[src/sfx_pkg.sv]
// constants and types shared by the simd floating-point exception unit
package sfx_pkg;

	// lanes of a packed operation
	localparam int SFX_LANES = 4;

	// register offsets (byte addresses)
	localparam logic [7:0] SFX_ADDR_CSR = 8'h00;
	localparam logic [7:0] SFX_ADDR_OSS = 8'h04;

	// control/status field positions
	localparam int SFX_B_IE         = 0;
	localparam int SFX_B_SUBN_FLG   = 1;
	localparam int SFX_B_DIVNIL_FLG = 2;
	localparam int SFX_B_OE         = 3;
	localparam int SFX_B_UFL_FLG    = 4;
	localparam int SFX_B_INEX_FLG   = 5;
	localparam int SFX_B_SUBN_NIL   = 6;
	localparam int SFX_B_IM         = 7;
	localparam int SFX_B_SUBN_MSK   = 8;
	localparam int SFX_B_DIVNIL_MSK = 9;
	localparam int SFX_B_OVF_MSK    = 10;
	localparam int SFX_B_UFL_MSK    = 11;
	localparam int SFX_B_INEX_MSK   = 12;
	localparam int SFX_B_FTZ        = 15;

	// os support register field
	localparam int SFX_B_OSS = 10;

	// reset values and writable bits
	localparam logic [15:0] SFX_CSR_RST   = 16'h1F80;
	localparam logic [15:0] SFX_CSR_WMASK = 16'h9FFF;
	localparam logic        SFX_OSS_RST   = 1'b0;

	// conditions known before the computation, one lane
	typedef struct packed {
		logic invalid;
		logic src_subnormal;
		logic div_op;
		logic dividend_ok;
		logic divisor_zero;
	} sfx_pre_s;

	// conditions known after rounding, one lane
	typedef struct packed {
		logic overflow;
		logic tiny;
		logic inexact;
	} sfx_post_s;

	typedef enum logic [1:0] {
		S_IDLE,
		S_PRE_WAIT,
		S_POST,
		S_POST_WAIT
	} sfx_state_e;

	// whole state of the unit
	typedef struct packed {
		sfx_state_e             st;
		logic [15:0]            csr;
		logic                   oss;
		logic [31:0]            rdata;
		logic                   fault;
		logic                   fault_ud;
		logic                   fault_post;
		logic                   done;
		logic [SFX_LANES-1:0]   flush;
		logic [SFX_LANES-1:0]   src_nil;
	} sfx_state_s;

endpackage

[src/sfx_simd_fp_exception_unit.sv]
// simd floating-point exception unit: detection, sticky flags, fault sequencing
`timescale 1ns/1ps
module sfx_simd_fp_exception_unit
	import sfx_pkg::*;
(
	// clock and reset
	input  wire logic                        CLK_SYS_I,
	input  wire logic                        RST_B_I,
	// register port
	input  wire logic [7:0]                  REG_ADDR_I,
	input  wire logic [31:0]                 REG_WDATA_I,
	input  wire logic                        REG_WR_I,
	input  wire logic                        REG_RD_I,
	output logic      [31:0]                 REG_RDATA_O,
	// instruction request
	input  wire logic                        OP_VALID_I,
	output logic                             OP_READY_O,
	input  wire sfx_pre_s  [SFX_LANES-1:0]   OP_PRE_I,
	input  wire sfx_post_s [SFX_LANES-1:0]   OP_POST_I,
	output logic                             POST_SAMPLE_O,
	// fault handling
	input  wire logic                        HANDLER_RET_I,
	output logic                             FAULT_O,
	output logic                             FAULT_UD_O,
	output logic                             FAULT_POST_O,
	// completion and lane controls
	output logic                             DONE_O,
	output logic      [SFX_LANES-1:0]        FLUSH_LANES_O,
	output logic      [SFX_LANES-1:0]        SRC_NIL_O,
	output logic                             BUSY_O
);

	function automatic logic any_lane(input logic [SFX_LANES-1:0] v);
		any_lane = |v;
	endfunction

	sfx_state_s q;
	sfx_state_s d;

	logic [SFX_LANES-1:0] lane_ie;
	logic [SFX_LANES-1:0] lane_subn;
	logic [SFX_LANES-1:0] lane_dz;
	logic [SFX_LANES-1:0] lane_nil;
	logic [SFX_LANES-1:0] lane_oe;
	logic [SFX_LANES-1:0] lane_tiny;
	logic [SFX_LANES-1:0] lane_flush;
	logic [SFX_LANES-1:0] lane_inex;
	logic [SFX_LANES-1:0] lane_ufl;

	logic        subn_nil;
	logic        ftz;
	logic        ufl_msk;
	logic        take;
	logic        post_smp;
	logic        pre_unm;
	logic        post_unm;
	logic        wr_csr;
	logic        wr_oss;
	logic [5:0]  pre_set;
	logic [5:0]  post_set;

	assign subn_nil = q.csr[SFX_B_SUBN_NIL];
	assign ftz      = q.csr[SFX_B_FTZ];
	assign ufl_msk  = q.csr[SFX_B_UFL_MSK];

	// per-lane condition detection
	for (genvar g = 0; g < SFX_LANES; g++) begin : g_lane
		assign lane_ie[g]    = OP_PRE_I[g].invalid;
		// subnormal sources read as zero under the nil setting, so no subnormal condition
		assign lane_subn[g]  = OP_PRE_I[g].src_subnormal & ~subn_nil;
		assign lane_nil[g]   = OP_PRE_I[g].src_subnormal & subn_nil;
		// raw operand classes only: neither mode bit takes part
		assign lane_dz[g]    = OP_PRE_I[g].div_op & OP_PRE_I[g].dividend_ok & OP_PRE_I[g].divisor_zero;
		assign lane_oe[g]    = OP_POST_I[g].overflow;
		assign lane_tiny[g]  = OP_POST_I[g].tiny;
		assign lane_flush[g] = OP_POST_I[g].tiny & ftz & ufl_msk;
		// a flushed result is never exact
		assign lane_inex[g]  = OP_POST_I[g].inexact | lane_flush[g];
		assign lane_ufl[g]   = ufl_msk ? (lane_tiny[g] & lane_inex[g]) : lane_tiny[g];
	end

	// lane conditions ORed into flag-set vectors
	always_comb begin
		pre_set = 6'h00;
		pre_set[SFX_B_IE] = any_lane(lane_ie);
		pre_set[SFX_B_SUBN_FLG] = any_lane(lane_subn);
		pre_set[SFX_B_DIVNIL_FLG] = any_lane(lane_dz);
		post_set = 6'h00;
		post_set[SFX_B_OE] = any_lane(lane_oe);
		post_set[SFX_B_UFL_FLG] = any_lane(lane_ufl);
		post_set[SFX_B_INEX_FLG] = any_lane(lane_inex);
	end

	assign pre_unm = (pre_set[SFX_B_IE] & ~q.csr[SFX_B_IM])
		| (pre_set[SFX_B_SUBN_FLG] & ~q.csr[SFX_B_SUBN_MSK])
		| (pre_set[SFX_B_DIVNIL_FLG] & ~q.csr[SFX_B_DIVNIL_MSK]);
	assign post_unm = (post_set[SFX_B_OE] & ~q.csr[SFX_B_OVF_MSK])
		| (any_lane(lane_tiny) & ~ufl_msk)
		| (post_set[SFX_B_INEX_FLG] & ~q.csr[SFX_B_INEX_MSK]);

	assign take     = OP_VALID_I & (q.st == S_IDLE);
	assign post_smp = (q.st == S_POST);
	assign wr_csr   = REG_WR_I & (REG_ADDR_I == SFX_ADDR_CSR);
	assign wr_oss   = REG_WR_I & (REG_ADDR_I == SFX_ADDR_OSS);

	always_comb begin
		d       = q;
		d.fault = 1'b0;
		d.done  = 1'b0;
		d.rdata = 32'h0000_0000;

		// register reads answer one cycle later; unmapped reads return zero
		if (REG_RD_I) begin
			if (REG_ADDR_I == SFX_ADDR_CSR) begin
				d.rdata[15:0] = q.csr;
			end else if (REG_ADDR_I == SFX_ADDR_OSS) begin
				d.rdata[SFX_B_OSS] = q.oss;
			end
		end
		if (wr_csr) begin
			d.csr = REG_WDATA_I[15:0] & SFX_CSR_WMASK;
		end
		if (wr_oss) begin
			d.oss = REG_WDATA_I[SFX_B_OSS];
		end

		case (q.st)
			S_IDLE: begin
				if (take) begin
					// pre-computation phase comes first
					d.csr[5:0] = d.csr[5:0] | pre_set;
					d.src_nil  = lane_nil;
					if (pre_unm) begin
						d.fault      = 1'b1;
						d.fault_ud   = ~q.oss;
						d.fault_post = 1'b0;
						d.st         = S_PRE_WAIT;
					end else begin
						d.st = S_POST;
					end
				end
			end
			S_PRE_WAIT: begin
				if (HANDLER_RET_I) begin
					d.st = S_POST;
				end
			end
			S_POST: begin
				d.csr[5:0] = d.csr[5:0] | post_set;
				d.flush    = lane_flush;
				if (post_unm) begin
					d.fault      = 1'b1;
					d.fault_ud   = ~q.oss;
					d.fault_post = 1'b1;
					d.st         = S_POST_WAIT;
				end else begin
					d.done = 1'b1;
					d.st   = S_IDLE;
				end
			end
			S_POST_WAIT: begin
				if (HANDLER_RET_I) begin
					d.done = 1'b1;
					d.st   = S_IDLE;
				end
			end
			default: begin
				d.st = S_IDLE;
			end
		endcase
	end

	always_ff @(posedge CLK_SYS_I) begin
		if (!RST_B_I) begin
			q.st         <= S_IDLE;
			q.csr        <= SFX_CSR_RST;
			q.oss        <= SFX_OSS_RST;
			q.rdata      <= 32'h0000_0000;
			q.fault      <= 1'b0;
			q.fault_ud   <= 1'b0;
			q.fault_post <= 1'b0;
			q.done       <= 1'b0;
			q.flush      <= '0;
			q.src_nil    <= '0;
		end else begin
			q <= d;
		end
	end

	assign REG_RDATA_O   = q.rdata;
	assign OP_READY_O    = (q.st == S_IDLE);
	assign POST_SAMPLE_O = post_smp;
	assign FAULT_O       = q.fault;
	assign FAULT_UD_O    = q.fault_ud;
	assign FAULT_POST_O  = q.fault_post;
	assign DONE_O        = q.done;
	assign FLUSH_LANES_O = q.flush;
	assign SRC_NIL_O     = q.src_nil;
	assign BUSY_O        = (q.st != S_IDLE);
endmodule

[config.mk]
export PLATFORM = sky130hd
export DESIGN_NAME = sfx_simd_fp_exception_unit
export DESIGN_NICKNAME = d
export VERILOG_FILES = /design/src/sfx_pkg.sv /design/src/sfx_simd_fp_exception_unit.sv
export SDC_FILE = /design/constraint.sdc
export NUM_CORES = 1
export LEC_CHECK = 0
export BUFFER_PORTS_ARGS = -buffer_cell sky130_fd_sc_hd__buf_2
export CAP_MARGIN = 25
export CORE_MARGIN = 5
export CORE_UTILIZATION = 47
export CTS_BUF_LIST = sky130_fd_sc_hd__clkbuf_8
export CTS_CLUSTER_SIZE = 28
export DETAILED_ROUTE_END_ITERATION = 12
export GPL_TIMING_DRIVEN = 0
export PLACE_DENSITY = 0.95
export SYNTH_ARGS = -nofsm -noshare
export SYNTH_HDL_FRONTEND = slang
export SYNTH_SLANG_ARGS = --single-unit
[constraint.sdc]
create_clock -name CLK_SYS_I -period 3.1 [get_ports CLK_SYS_I]
set_input_delay 0.31 -clock CLK_SYS_I [delete_from_list [all_inputs] [get_ports CLK_SYS_I]]
set_output_delay 0.31 -clock CLK_SYS_I [all_outputs]
set_load 0.005 [all_outputs]
==> results of run 1 <==
==> Yosys cell counts (all sizes together) <==
cell type / instances
o32ai: 1
o21a: 2
or4b: 1
and2: 15
or3: 1
nor2: 12
mux2: 1
nor4: 6
a22oi: 6
inv: 3
clkbuf: 2
o31ai: 1
a31oi: 2
nand3b: 1
conb: 1
dfxtp: 43
and3: 3
nand3: 6
or4: 1
a21oi: 14
o22ai: 1
o311ai: 2
a221oi: 1
nor3: 1
nand2b: 4
clkinv: 1
o41ai: 1
nor2b: 1
buf: 42
mux2i: 16
o21ai: 3
nand2: 17
==> worst register-to-register path, cell delays in order (launching register included) <==
cell,delay [ns]
dfxtp_1,0.37
nor2_1,0.27
nand2_1,0.25
o311ai_0,0.71
mux2i_1,0.27
==> metrics by stage <==
step / power (mW) / instances / setup WS (ns) / area [µm²] / util, %
floorplan: 0.636 / 229 / 1.30 / 2050 / -
global placement: 0.689 / 367 / 1.13 / 2550 / 62.8
detailed placement: 0.693 / 367 / 1.04 / 2550 / 62.8
CTS: 1.10 / 374 / 1.19 / 2650 / 65.3
global route: 1.15 / 374 / 1.00 / 2650 / 65.3
finish: 1.10 / 374 / 1.17 / 2650 / 65.3
==> placed cells by master (no fill, tap or decap), drive strengths merged <==
cell	n
a21oi	14
a221oi	1
a22oi	6
a31oi	2
and2	15
and3	3
buf	130
bufinv	1
clkbuf	7
clkinv	1
conb	18
dfxtp	43
inv	4
mux2	1
mux2i	16
nand2	17
nand2b	4
nand3	6
nand3b	1
nor2	12
nor2b	1
nor3	1
nor4	6
o21a	2
o21ai	3
o22ai	1
o311ai	2
o31ai	1
o32ai	1
o41ai	1
or3	1
or4	1
or4b	1
==> layer usage <==
metal	vias to the layer above	part of all wire [%]	track usage (%)
met3	12	11	7.34
li1	900	-	-
met5	-	0	0
met2	89	49	31.8
met1	800	38	22.4
met4	0	1.8	6.52
==> flip-flops by register name, summed over array words and instances (netlist names) <==
signal,count
DONE_O,1
FAULT_O,1
FAULT_POST_O,1
FAULT_UD_O,1
FLUSH_LANES_O,4
REG_RDATA_O,14
SRC_NIL_O,4
ftz,1
q,16
==> cell families (layout without fill, tap and decap cells) <==
| logic type | Yosys count | in the layout | synth area share, % |
|---|---|---|---|
| multiplexers | 17 | 17 | 8.84 |
| buffers and inverters | 48 | 143 | 17.1 |
| other | 1 | 18 | 0.189 |
| AND/OR/NAND/NOR | 69 | 69 | 19.6 |
| flip-flops | 43 | 43 | 43.4 |
| AO/OA/AOI/OAI | 34 | 34 | 10.9 |
==> cell type report <==
class | count | area, µm²
Inverter | 4 | 15.0
Tap cell | 50 | 62.6
Multi-Input combinational cell | 138 | 846
Clock buffer | 5 | 68.8
Fill cell | 350 | 1410
Timing Repair Buffer | 88 | 440
Sequential cell | 43 | 861
Clock inverter | 2 | 33.8
Buffer | 44 | 324
==> power groups by stage <==
stage | combinational, mW | clock, mW | sequential [mW]
4_1_cts | 0.115 | 0.421 | 0.566
5_1_grt | 0.132 | 0.448 | 0.567
2_1_floorplan | 0.0580 | 0 | 0.578
3_3_place_gp | 0.111 | 0 | 0.578
6_report | 0.117 | 0.418 | 0.566
3_5_place_dp | 0.114 | 0 | 0.579
==> worst max path at each step <==
stage                  start        endpoint  slack, ns  cells past startpoint
2_1_floorplan  REG_ADDR_I[4]           q[45]       1.30                      5
3_3_place_gp    OP_POST_I[1]         FAULT_O       1.13                      6
3_5_place_dp   REG_ADDR_I[4]  REG_RDATA_O[5]       1.04                      7
4_1_cts                q[61]      FAULT_UD_O       1.19                      4
5_1_grt                q[62]      FAULT_UD_O       1.00                      4
6_report               q[61]      FAULT_UD_O       1.17                      4
==> results.json, run 1 <==
{
  "maxCapViolations": 0,
  "wirelength_mm": 4.91,
  "vias": 1801,
  "yosysSeqAreaShare_pct": 43.4,
  "grt_pass1_vias": 1791,
  "avgSynthCellArea_um2": 9.35,
  "clock_path_buffers": 2,
  "start_util_pct": 48.8,
  "grt_start_max_net_pins": 13,
  "antenna_found_initial": 0,
  "areaGrowthSynthToFinish_pct": 33.8,
  "cts_root_buf": "clkbuf_8",
  "vdd_drop_max_mv": 0.265,
  "p_int_mw": 0.856,
  "drt_first_iter_violations": 149,
  "synth_top_cell_by_area": "dfxtp_1",
  "setup_tns_ns": 0,
  "antenna_left": 0,
  "p_comb_share_pct": 10.6,
  "cts_hold_buffers": 0,
  "cts_buffers": 5,
  "netSwitchingPower_mw": 0.245,
  "crit_chain": "nor2_1, nand2_1, o311ai_0, mux2i_1",
  "holdCritStartpoint": "REG_WDATA_I[9]",
  "setup_violations": 0,
  "vias_per_cell": 4.82,
  "p_per_area_mw_per_mm2": 415,
  "synth_top_area_share_pct": 43.4,
  "max_freq_mhz": 517,
  "groute.usage.overall_pct": 19.1,
  "synth.distinct_cells": 36,
  "drive_gt1_share_pct": 43.2,
  "status": "finished clean",
  "holdWs_ns": 0.223,
  "worstSetupStartpointType": "flip-flop",
  "slew_viol_final": 0,
  "gp_congestion": 0.880,
  "fin_crit_ns": 1.93,
  "fin_skew_ns": 0.00556,
  "pwr-share-clk_pct": 37.9,
  "leakagePower_nw": 1.45,
  "synth_area_leaders": "dfxtp_1 43%, buf_4 15%, mux2i_1 8.1%, and2_1 4.4%, a21oi_1 3.5%",
  "hold_viol_final": 0,
  "pwr-share-seq_pct": 51.4,
  "dp_hpwl_mm": 3.92,
  "chipWidth_um": 74.9,
  "clkTransAtPathRegs_ns": 0.08,
  "antenna_cells": 0,
  "clock_latency_ns": 0.30,
  "ff2ff_setup_slack_ns": 1.17,
  "crit_path_max_fanout": 8,
  "rsz0062_at_grt": "no",
  "ios": 125,
  "max_stage_delay_ns": 0.71,
  "cp.arrival_ns": 2.16,
  "fin_crit_sh_pct": 62.4,
  "grt_pass1_wl_mm": 8.14,
  "coreArea_mm2": 0.00406,
  "dieHeight_um": 74.9,
  "path_buf_inv": 0,
  "r2r_cells": 4,
  "cts-resized-gates": 0,
  "netSwitchingFraction_pct": 22.3,
  "h-tree-depth": 2,
  "max-slew-margin-rel_pct": 51.0,
  "drc": 0,
  "numPortBuffers": 88,
  "crit_family": "compound AO/OA/AOI/OAI gates",
  "yosys_warnings": 0,
  "die_area_mm2": 0.00562,
  "grt_overflow": 0,
  "syn_area_mm2": 0.00198,
  "critPathCaptureType": "flip-flop",
  "cts_tree": "yes",
  "syn_inst": 212,
  "postCtsSetupBuffers": 0,
  "first_pass_iters": 4,
  "crit_path_top_delay_cell": "o311ai_0",
  "wl_per_cell_um": 13.1,
  "min_path_type": "input port to flip-flop",
  "ys_ff_latch": 43,
  "crit_required_ns": 3.33,
  "crit_type": "flip-flop to flip-flop",
  "row_count": 23,
  "cts_sinks": 43,
  "worst_slew_pin_slew_ns": 0.725,
  "reg2reg_from": "q[61]",
  "reg2reg_to": "FAULT_UD_O",
  "final_nets": 402,
  "hold_depth": 3,
  "hold-path-endpoint": "q[54]"
}
(Power assumes the default switching activity.)
==> run 2: changes to the inputs <==
ABC_AREA = 1   (was default)
CORE_UTILIZATION = 40   (was 47)
PLACE_DENSITY = 0.9   (was 0.95)
clock period = 1.5 ns   (was 3.1 ns; I/O delays follow)
==> results.json, run 2 <==
{
  "status": "finished clean",
  "gp_congestion": 0.853,
  "rsz0062_at_grt": "no",
  "wirelength_mm": 5.35,
  "fin_crit_ns": 1.40,
  "fin_crit_sh_pct": 93.3,
  "ys_ff_latch": 43,
  "clock_latency_ns": 0.29,
  "wl_per_cell_um": 11.6,
  "dp_hpwl_mm": 4.35,
  "maxCapViolations": 0,
  "cts_tree": "yes",
  "cts_buffers": 5,
  "synth_edf_count": 0,
  "path_buf_inv": 3,
  "ios": 125,
  "worstSetupStartpointType": "flip-flop",
  "vias": 2017,
  "hold_viol_final": 0,
  "mostFrequentLayoutCell": "buf_2",
  "met1_usage_pct": 17.5,
  "max_freq_mhz": 714,
  "die_area_mm2": 0.00681,
  "crit_type": "flip-flop to output port",
  "synth_area_leaders": "dfxtp_1 41%, buf_4 15%, nand2_1 9.1%, inv_1 5.5%, nor2_1 5.4%",
  "largest_register_ffs": 16,
  "setup_tns_ns": 0,
  "grt_pass1_vias": 2034,
  "final_core_util_pct": 54.6,
  "clkTransAtPathRegs_ns": 0.08,
  "avgSynthCellArea_um2": 7.51,
  "final_cell_mix": "90 x buf_2, 51 x nand2_1, 42 x buf_4",
  "antenna_found_initial": 0,
  "clock_path_buffers": 2,
  "regMostFlops": "q",
  "synth.most_common_cell": "nand2_1",
  "synth.distinct_cells": 29,
  "grt_overflow": 0,
  "max_stage_delay_ns": 0.39,
  "fin_skew_ns": 0.00634,
  "critPathCaptureType": "output port",
  "drive_gt1_share_pct": 41.1,
  "setup_violations": 0,
  "numPortBuffers": 88,
  "h-tree-depth": 2,
  "fin_ws_ns": 0.100,
  "row_count": 26,
  "crit_path_top_delay_cell": "dfxtp_2",
  "max-slew-margin-rel_pct": 63.7,
  "yosys_warnings": 0,
  "vias_per_cell": 4.37,
  "synth_top_cell_by_area": "dfxtp_1",
  "dieHeight_um": 82.5,
  "areaGrowthSynthToFinish_pct": 32.5,
  "crit_required_ns": 1.35,
  "seq_area_um2": 863,
  "min_path_type": "input port to flip-flop",
  "busiest_layer": "met2",
  "met3_usage_pct": 2.60,
  "synthArstFlopShare_pct": 0,
  "crit_path_max_fanout": 10,
  "crit_chain": "inv_1, nor2_2, buf_4, buf_2",
  "cts_hold_buffers": 0,
  "syn_inst": 280,
  "drt_first_iter_violations": 94,
  "synth_top_area_share_pct": 40.9,
  "grt_pass1_wl_mm": 8.45,
  "multi_input_area_um2": 827,
  "cts_root_buf": "clkbuf_8",
  "first_pass_iters": 4,
  "slew_viol_final": 0,
  "crit_family": "flip-flops",
  "ys.flop_type": "dfxtp_1",
  "cp.arrival_ns": 1.25,
  "vdd_drop_max_mv": 0.342,
  "grt_start_max_net_pins": 13,
  "worst_slew_pin_slew_ns": 0.544,
  "start_util_pct": 41.2,
  "antenna_cells": 0,
  "yosysSeqAreaShare_pct": 40.9,
  "cts_sinks": 43,
  "place_ws_ns": 0.172,
  "chipWidth_um": 82.5,
  "fill_cells": 498,
  "postCtsSetupBuffers": 0,
  "synth_common_cells": "51 x nand2_1, 43 x dfxtp_1, 41 x buf_4, 31 x inv_1, 30 x nor2_1",
  "leakagePower_nw": 1.52,
  "drc": 0,
  "syn_area_mm2": 0.00210,
  "p_per_area_mw_per_mm2": 796,
  "coreArea_mm2": 0.00511,
  "final_nets": 470,
  "groute.usage.overall_pct": 15.9,
  "antenna_left": 0,
  "grt_use_met2_pct": 29.5
}
[run 2: changes by cell type after synthesis, sizes merged, moves of 11 or more]
cell   before  now
and2       15    0
inv         3   33
mux2i      16    0
nand2      17   56
nand3       6   17
nor2       12   36
o21ai       3   15
[run 2: worst paths after layout]
check / cells after the start / to / start / slack (ns)
worst max-delay path: 4 / POST_SAMPLE_O / q[62] / 0.10
worst min-delay path: 3 / q[56] / REG_WDATA_I[11] / 0.08
worst max register to register: 10 / FAULT_UD_O / q[56] / 0.14
worst min register to register: 2 / REG_RDATA_O[3] / q[48] / 0.44
[run 2: stage by stage]
stage / cell area, µm² / hold WS (ns) / power (mW) / instances
CTS: 2790 / 0.0808 / 2.22 / 462
global placement: 2700 / 0.366 / 1.50 / 455
finish: 2790 / 0.0828 / 2.22 / 462
detailed placement: 2700 / 0.378 / 1.51 / 455
global route: 2790 / 0.0949 / 2.34 / 462
floorplan: 2170 / 0.280 / 1.38 / 297
[run 2: worst reg2reg max path, delay by kind of cell (launching register included)]
kind,cells,cell delay [ns]
AND/OR/NAND/NOR,9,0.77
AO/OA/AOI/OAI,1,0.10
flip-flops,1,0.42
[run 2: area by class of cell]
cell class / count / area share, %
flip-flops and latches: 43 / 31.0
multi-input cells: 174 / 29.7
repair buffers: 88 / 15.8
plain buffers: 46 / 12.5
inverters: 34 / 4.76
well taps: 70 / 3.14
clock buffers: 6 / 2.96
clock inverters: 1 / 0.180
[run 2: cell families after synthesis]
logic type             share of synthesized area [%]
AND/OR/NAND/NOR                                 24.1
AO/OA/AOI/OAI                                   12.0
buffers and inverters                           22.8
flip-flops                                      40.9
other                                          0.178
[run 2: per-layer routing]
metal	vias to the layer above	routed length [µm]	part of all wire, %
li1	1046	-	-
met1	880	2050	38
met2	79	2850	53
met3	12	346	6.5
met4	0	102	1.9
met5	-	0	0
[run 2: report_power, final]
| group | internal, mW | switching (mW) |
|---|---|---|
| Clock | 0.361 | 0.367 |
| Combinational | 0.157 | 0.151 |
| Sequential | 1.17 | 0.0142 |
| Total | 1.69 | 0.532 |
[run 2: repair_timing]
action,4_1_cts,5_1_grt
gates cloned,0,0
gates resized for setup,1,2
setup endpoints to repair,1,2
==> run 3: changes to the inputs <==
ABC_AREA = default   (was 1)
CELL_PAD_IN_SITES_DETAIL_PLACEMENT = 0   (was default)
CELL_PAD_IN_SITES_GLOBAL_PLACEMENT = 1   (was default)
CORE_UTILIZATION = 28   (was 40)
PLACE_DENSITY = 0.91   (was 0.9)
==> results.json, run 3 (same netlist as run 1, synthesis figures left out) <==
{
  "fin_crit_ns": 1.57,
  "max_freq_mhz": 637,
  "setup_violations": 6,
  "leakagePower_nw": 1.51,
  "start_util_pct": 29.0,
  "min_path_type": "input port to flip-flop",
  "crit_chain": "buf_6, or4_4, nor4_4, buf_4, nand3b_4, mux2_4, o21a_1",
  "dieHeight_um": 94.1,
  "worstSetupStartpointType": "input port",
  "crit_family": "simple AND/OR/NAND/NOR gates",
  "p_int_mw": 1.77,
  "drive_gt1_share_pct": 47.0,
  "vias_per_cell": 4.16,
  "regMostFlops": "q",
  "rsz0062_at_grt": "yes",
  "crit_type": "input port to flip-flop",
  "worst_slew_pin_slew_ns": 0.501,
  "cp.arrival_ns": 1.76,
  "grt_start_max_net_pins": 13,
  "clkTransAtPathRegs_ns": 0.08,
  "fin_crit_sh_pct": 105,
  "clock_latency_ns": 0.29,
  "grt_pass1_wl_mm": 7.80,
  "max_stage_delay_ns": 0.53,
  "cts_buffers": 5,
  "netSwitchingFraction_pct": 22.2,
  "clock_path_buffers": 2,
  "p_per_area_mw_per_mm2": 806,
  "critPathCaptureType": "flip-flop",
  "status": "complete, but fails checks",
  "first_pass_iters": 4,
  "h-tree-depth": 2,
  "wl_per_cell_um": 12.2,
  "p_total_mw": 2.28,
  "ios": 125,
  "antenna_left": 0,
  "cts_sinks": 43,
  "final_cell_mix": "88 x buf_2, 43 x buf_4, 42 x dfxtp_1",
  "areaGrowthSynthToFinish_pct": 42.6,
  "violations": "setup timing",
  "cts_tree": "yes",
  "largest_register_ffs": 16,
  "groute.usage.overall_pct": 11.4,
  "netSwitchingPower_mw": 0.505,
  "p_comb_share_pct": 11.1,
  "grt_pass1_vias": 1703,
  "numPortBuffers": 88,
  "vias": 1770,
  "path_buf_inv": 2,
  "grt_overflow": 0,
  "cts_root_buf": "clkbuf_8",
  "fin_ws_ns": -0.0698,
  "fin_skew_ns": 0.00375,
  "drc": 0,
  "coreArea_mm2": 0.00683,
  "max-slew-margin-rel_pct": 66.6,
  "gp_congestion": 0.805,
  "slew_viol_final": 0,
  "pwr-share-clk_pct": 37.5,
  "dp_hpwl_mm": 4.15,
  "hold_viol_final": 0,
  "crit_path_top_delay_cell": "or4_4",
  "row_count": 30,
  "chipWidth_um": 94.1,
  "vdd_drop_max_mv": 0.278,
  "antenna_found_initial": 2,
  "wirelength_mm": 5.17,
  "fin_area_mm2": 0.00283,
  "postPlaceCellArea_mm2": 0.00261,
  "drt_first_iter_violations": 105,
  "crit_required_ns": 1.69,
  "final_nets": 406,
  "fill_cells": 716,
  "pwr-share-seq_pct": 51.4,
  "mostFrequentLayoutCell": "buf_2",
  "crit_path_max_fanout": 6,
  "maxCapViolations": 0,
  "die_area_mm2": 0.00886
}
[run 3: cell count changes in the layout (fill, tap and decap cells not counted), sizes merged, moves of 4 or more]
cell,previous run,this run
a22oi,0,6
and2,0,15
inv,33,4
mux2i,0,16
nand2,56,17
nand2b,0,4
nand3,17,6
nor2,36,12
nor4,0,6
o211ai,6,0
o21ai,15,3
[run 3: power by group through the flow]
stage / clock network [mW] / logic (mW) / registers, mW
after floorplan: 0 / 0.120 / 1.19
after global placement: 0 / 0.235 / 1.20
after detailed placement: 0 / 0.240 / 1.20
after CTS: 0.877 / 0.244 / 1.17
after global routing: 0.921 / 0.280 / 1.17
final: 0.854 / 0.254 / 1.17
[run 3: per-stage QoR]
stage / setup WS [ns] / instances / util, % / hold WS, ns / TNS (ns)
CTS: -0.0121 / 420 / 39.9 / 0.0555 / -0.0443
global route: -0.0975 / 425 / 41.4 / 0.0656 / -0.878
finish: -0.0698 / 425 / 41.4 / 0.0668 / -0.108
detailed placement: -0.370 / 413 / 38.2 / 0.367 / -8.45
floorplan: -0.142 / 229 / - / 0.227 / -0.951
global placement: -0.334 / 413 / 38.2 / 0.361 / -7.66
[run 3: path summary, 6_finish.rpt]
| path | from | to | slack (ns) | depth (start not counted) |
|---|---|---|---|---|
| setup / recovery | REG_ADDR_I[4] | q[45] | -0.07 | 7 |
| hold / removal | REG_WDATA_I[9] | q[54] | 0.07 | 3 |
| setup reg to reg | q[61] | q[61] | 0.11 | 5 |
| hold reg to reg | FAULT_UD_O | FAULT_UD_O | 0.46 | 2 |
[run 3: what timing repair did]
| item | in CTS | in global routing |
|---|---|---|
| setup endpoints to repair | 16 | 26 |
| buffers inserted | 0 | 3 |
| hold buffers | 0 | 0 |
| gates cloned | 0 | 1 |
| resized for setup | 6 | 12 |
| pin swaps | 0 | 2 |
[run 3: final cells by class]
class                           instances  area [µm²]  share of cell area (%)
Clock buffer                            5        68.8                    2.43
Tap cell                               96         120                    4.25
Buffer                                 44         333                    11.8
Timing Repair Buffer                   92         494                    17.5
Clock inverter                          2        33.8                    1.20
Multi-Input combinational cell        138         897                    31.7
Antenna cell                            1        2.50                  0.0885
Inverter                                4        15.0                   0.531
Sequential cell                        43         862                    30.5
[run 3: per-layer routing]
metal	global-route usage [%]	share of wire (%)	wire length, µm
met1	12.9	40	2090
met2	19.4	49	2550
met3	3.45	7.9	410
met4	5.29	2.2	113
met5	0	0.14	7
[run 3: tightest hold or removal path, cell delays in order]
cell and delay, ns:
buf_2 0.07, mux2i_1 0.05, nand2_1 0.06
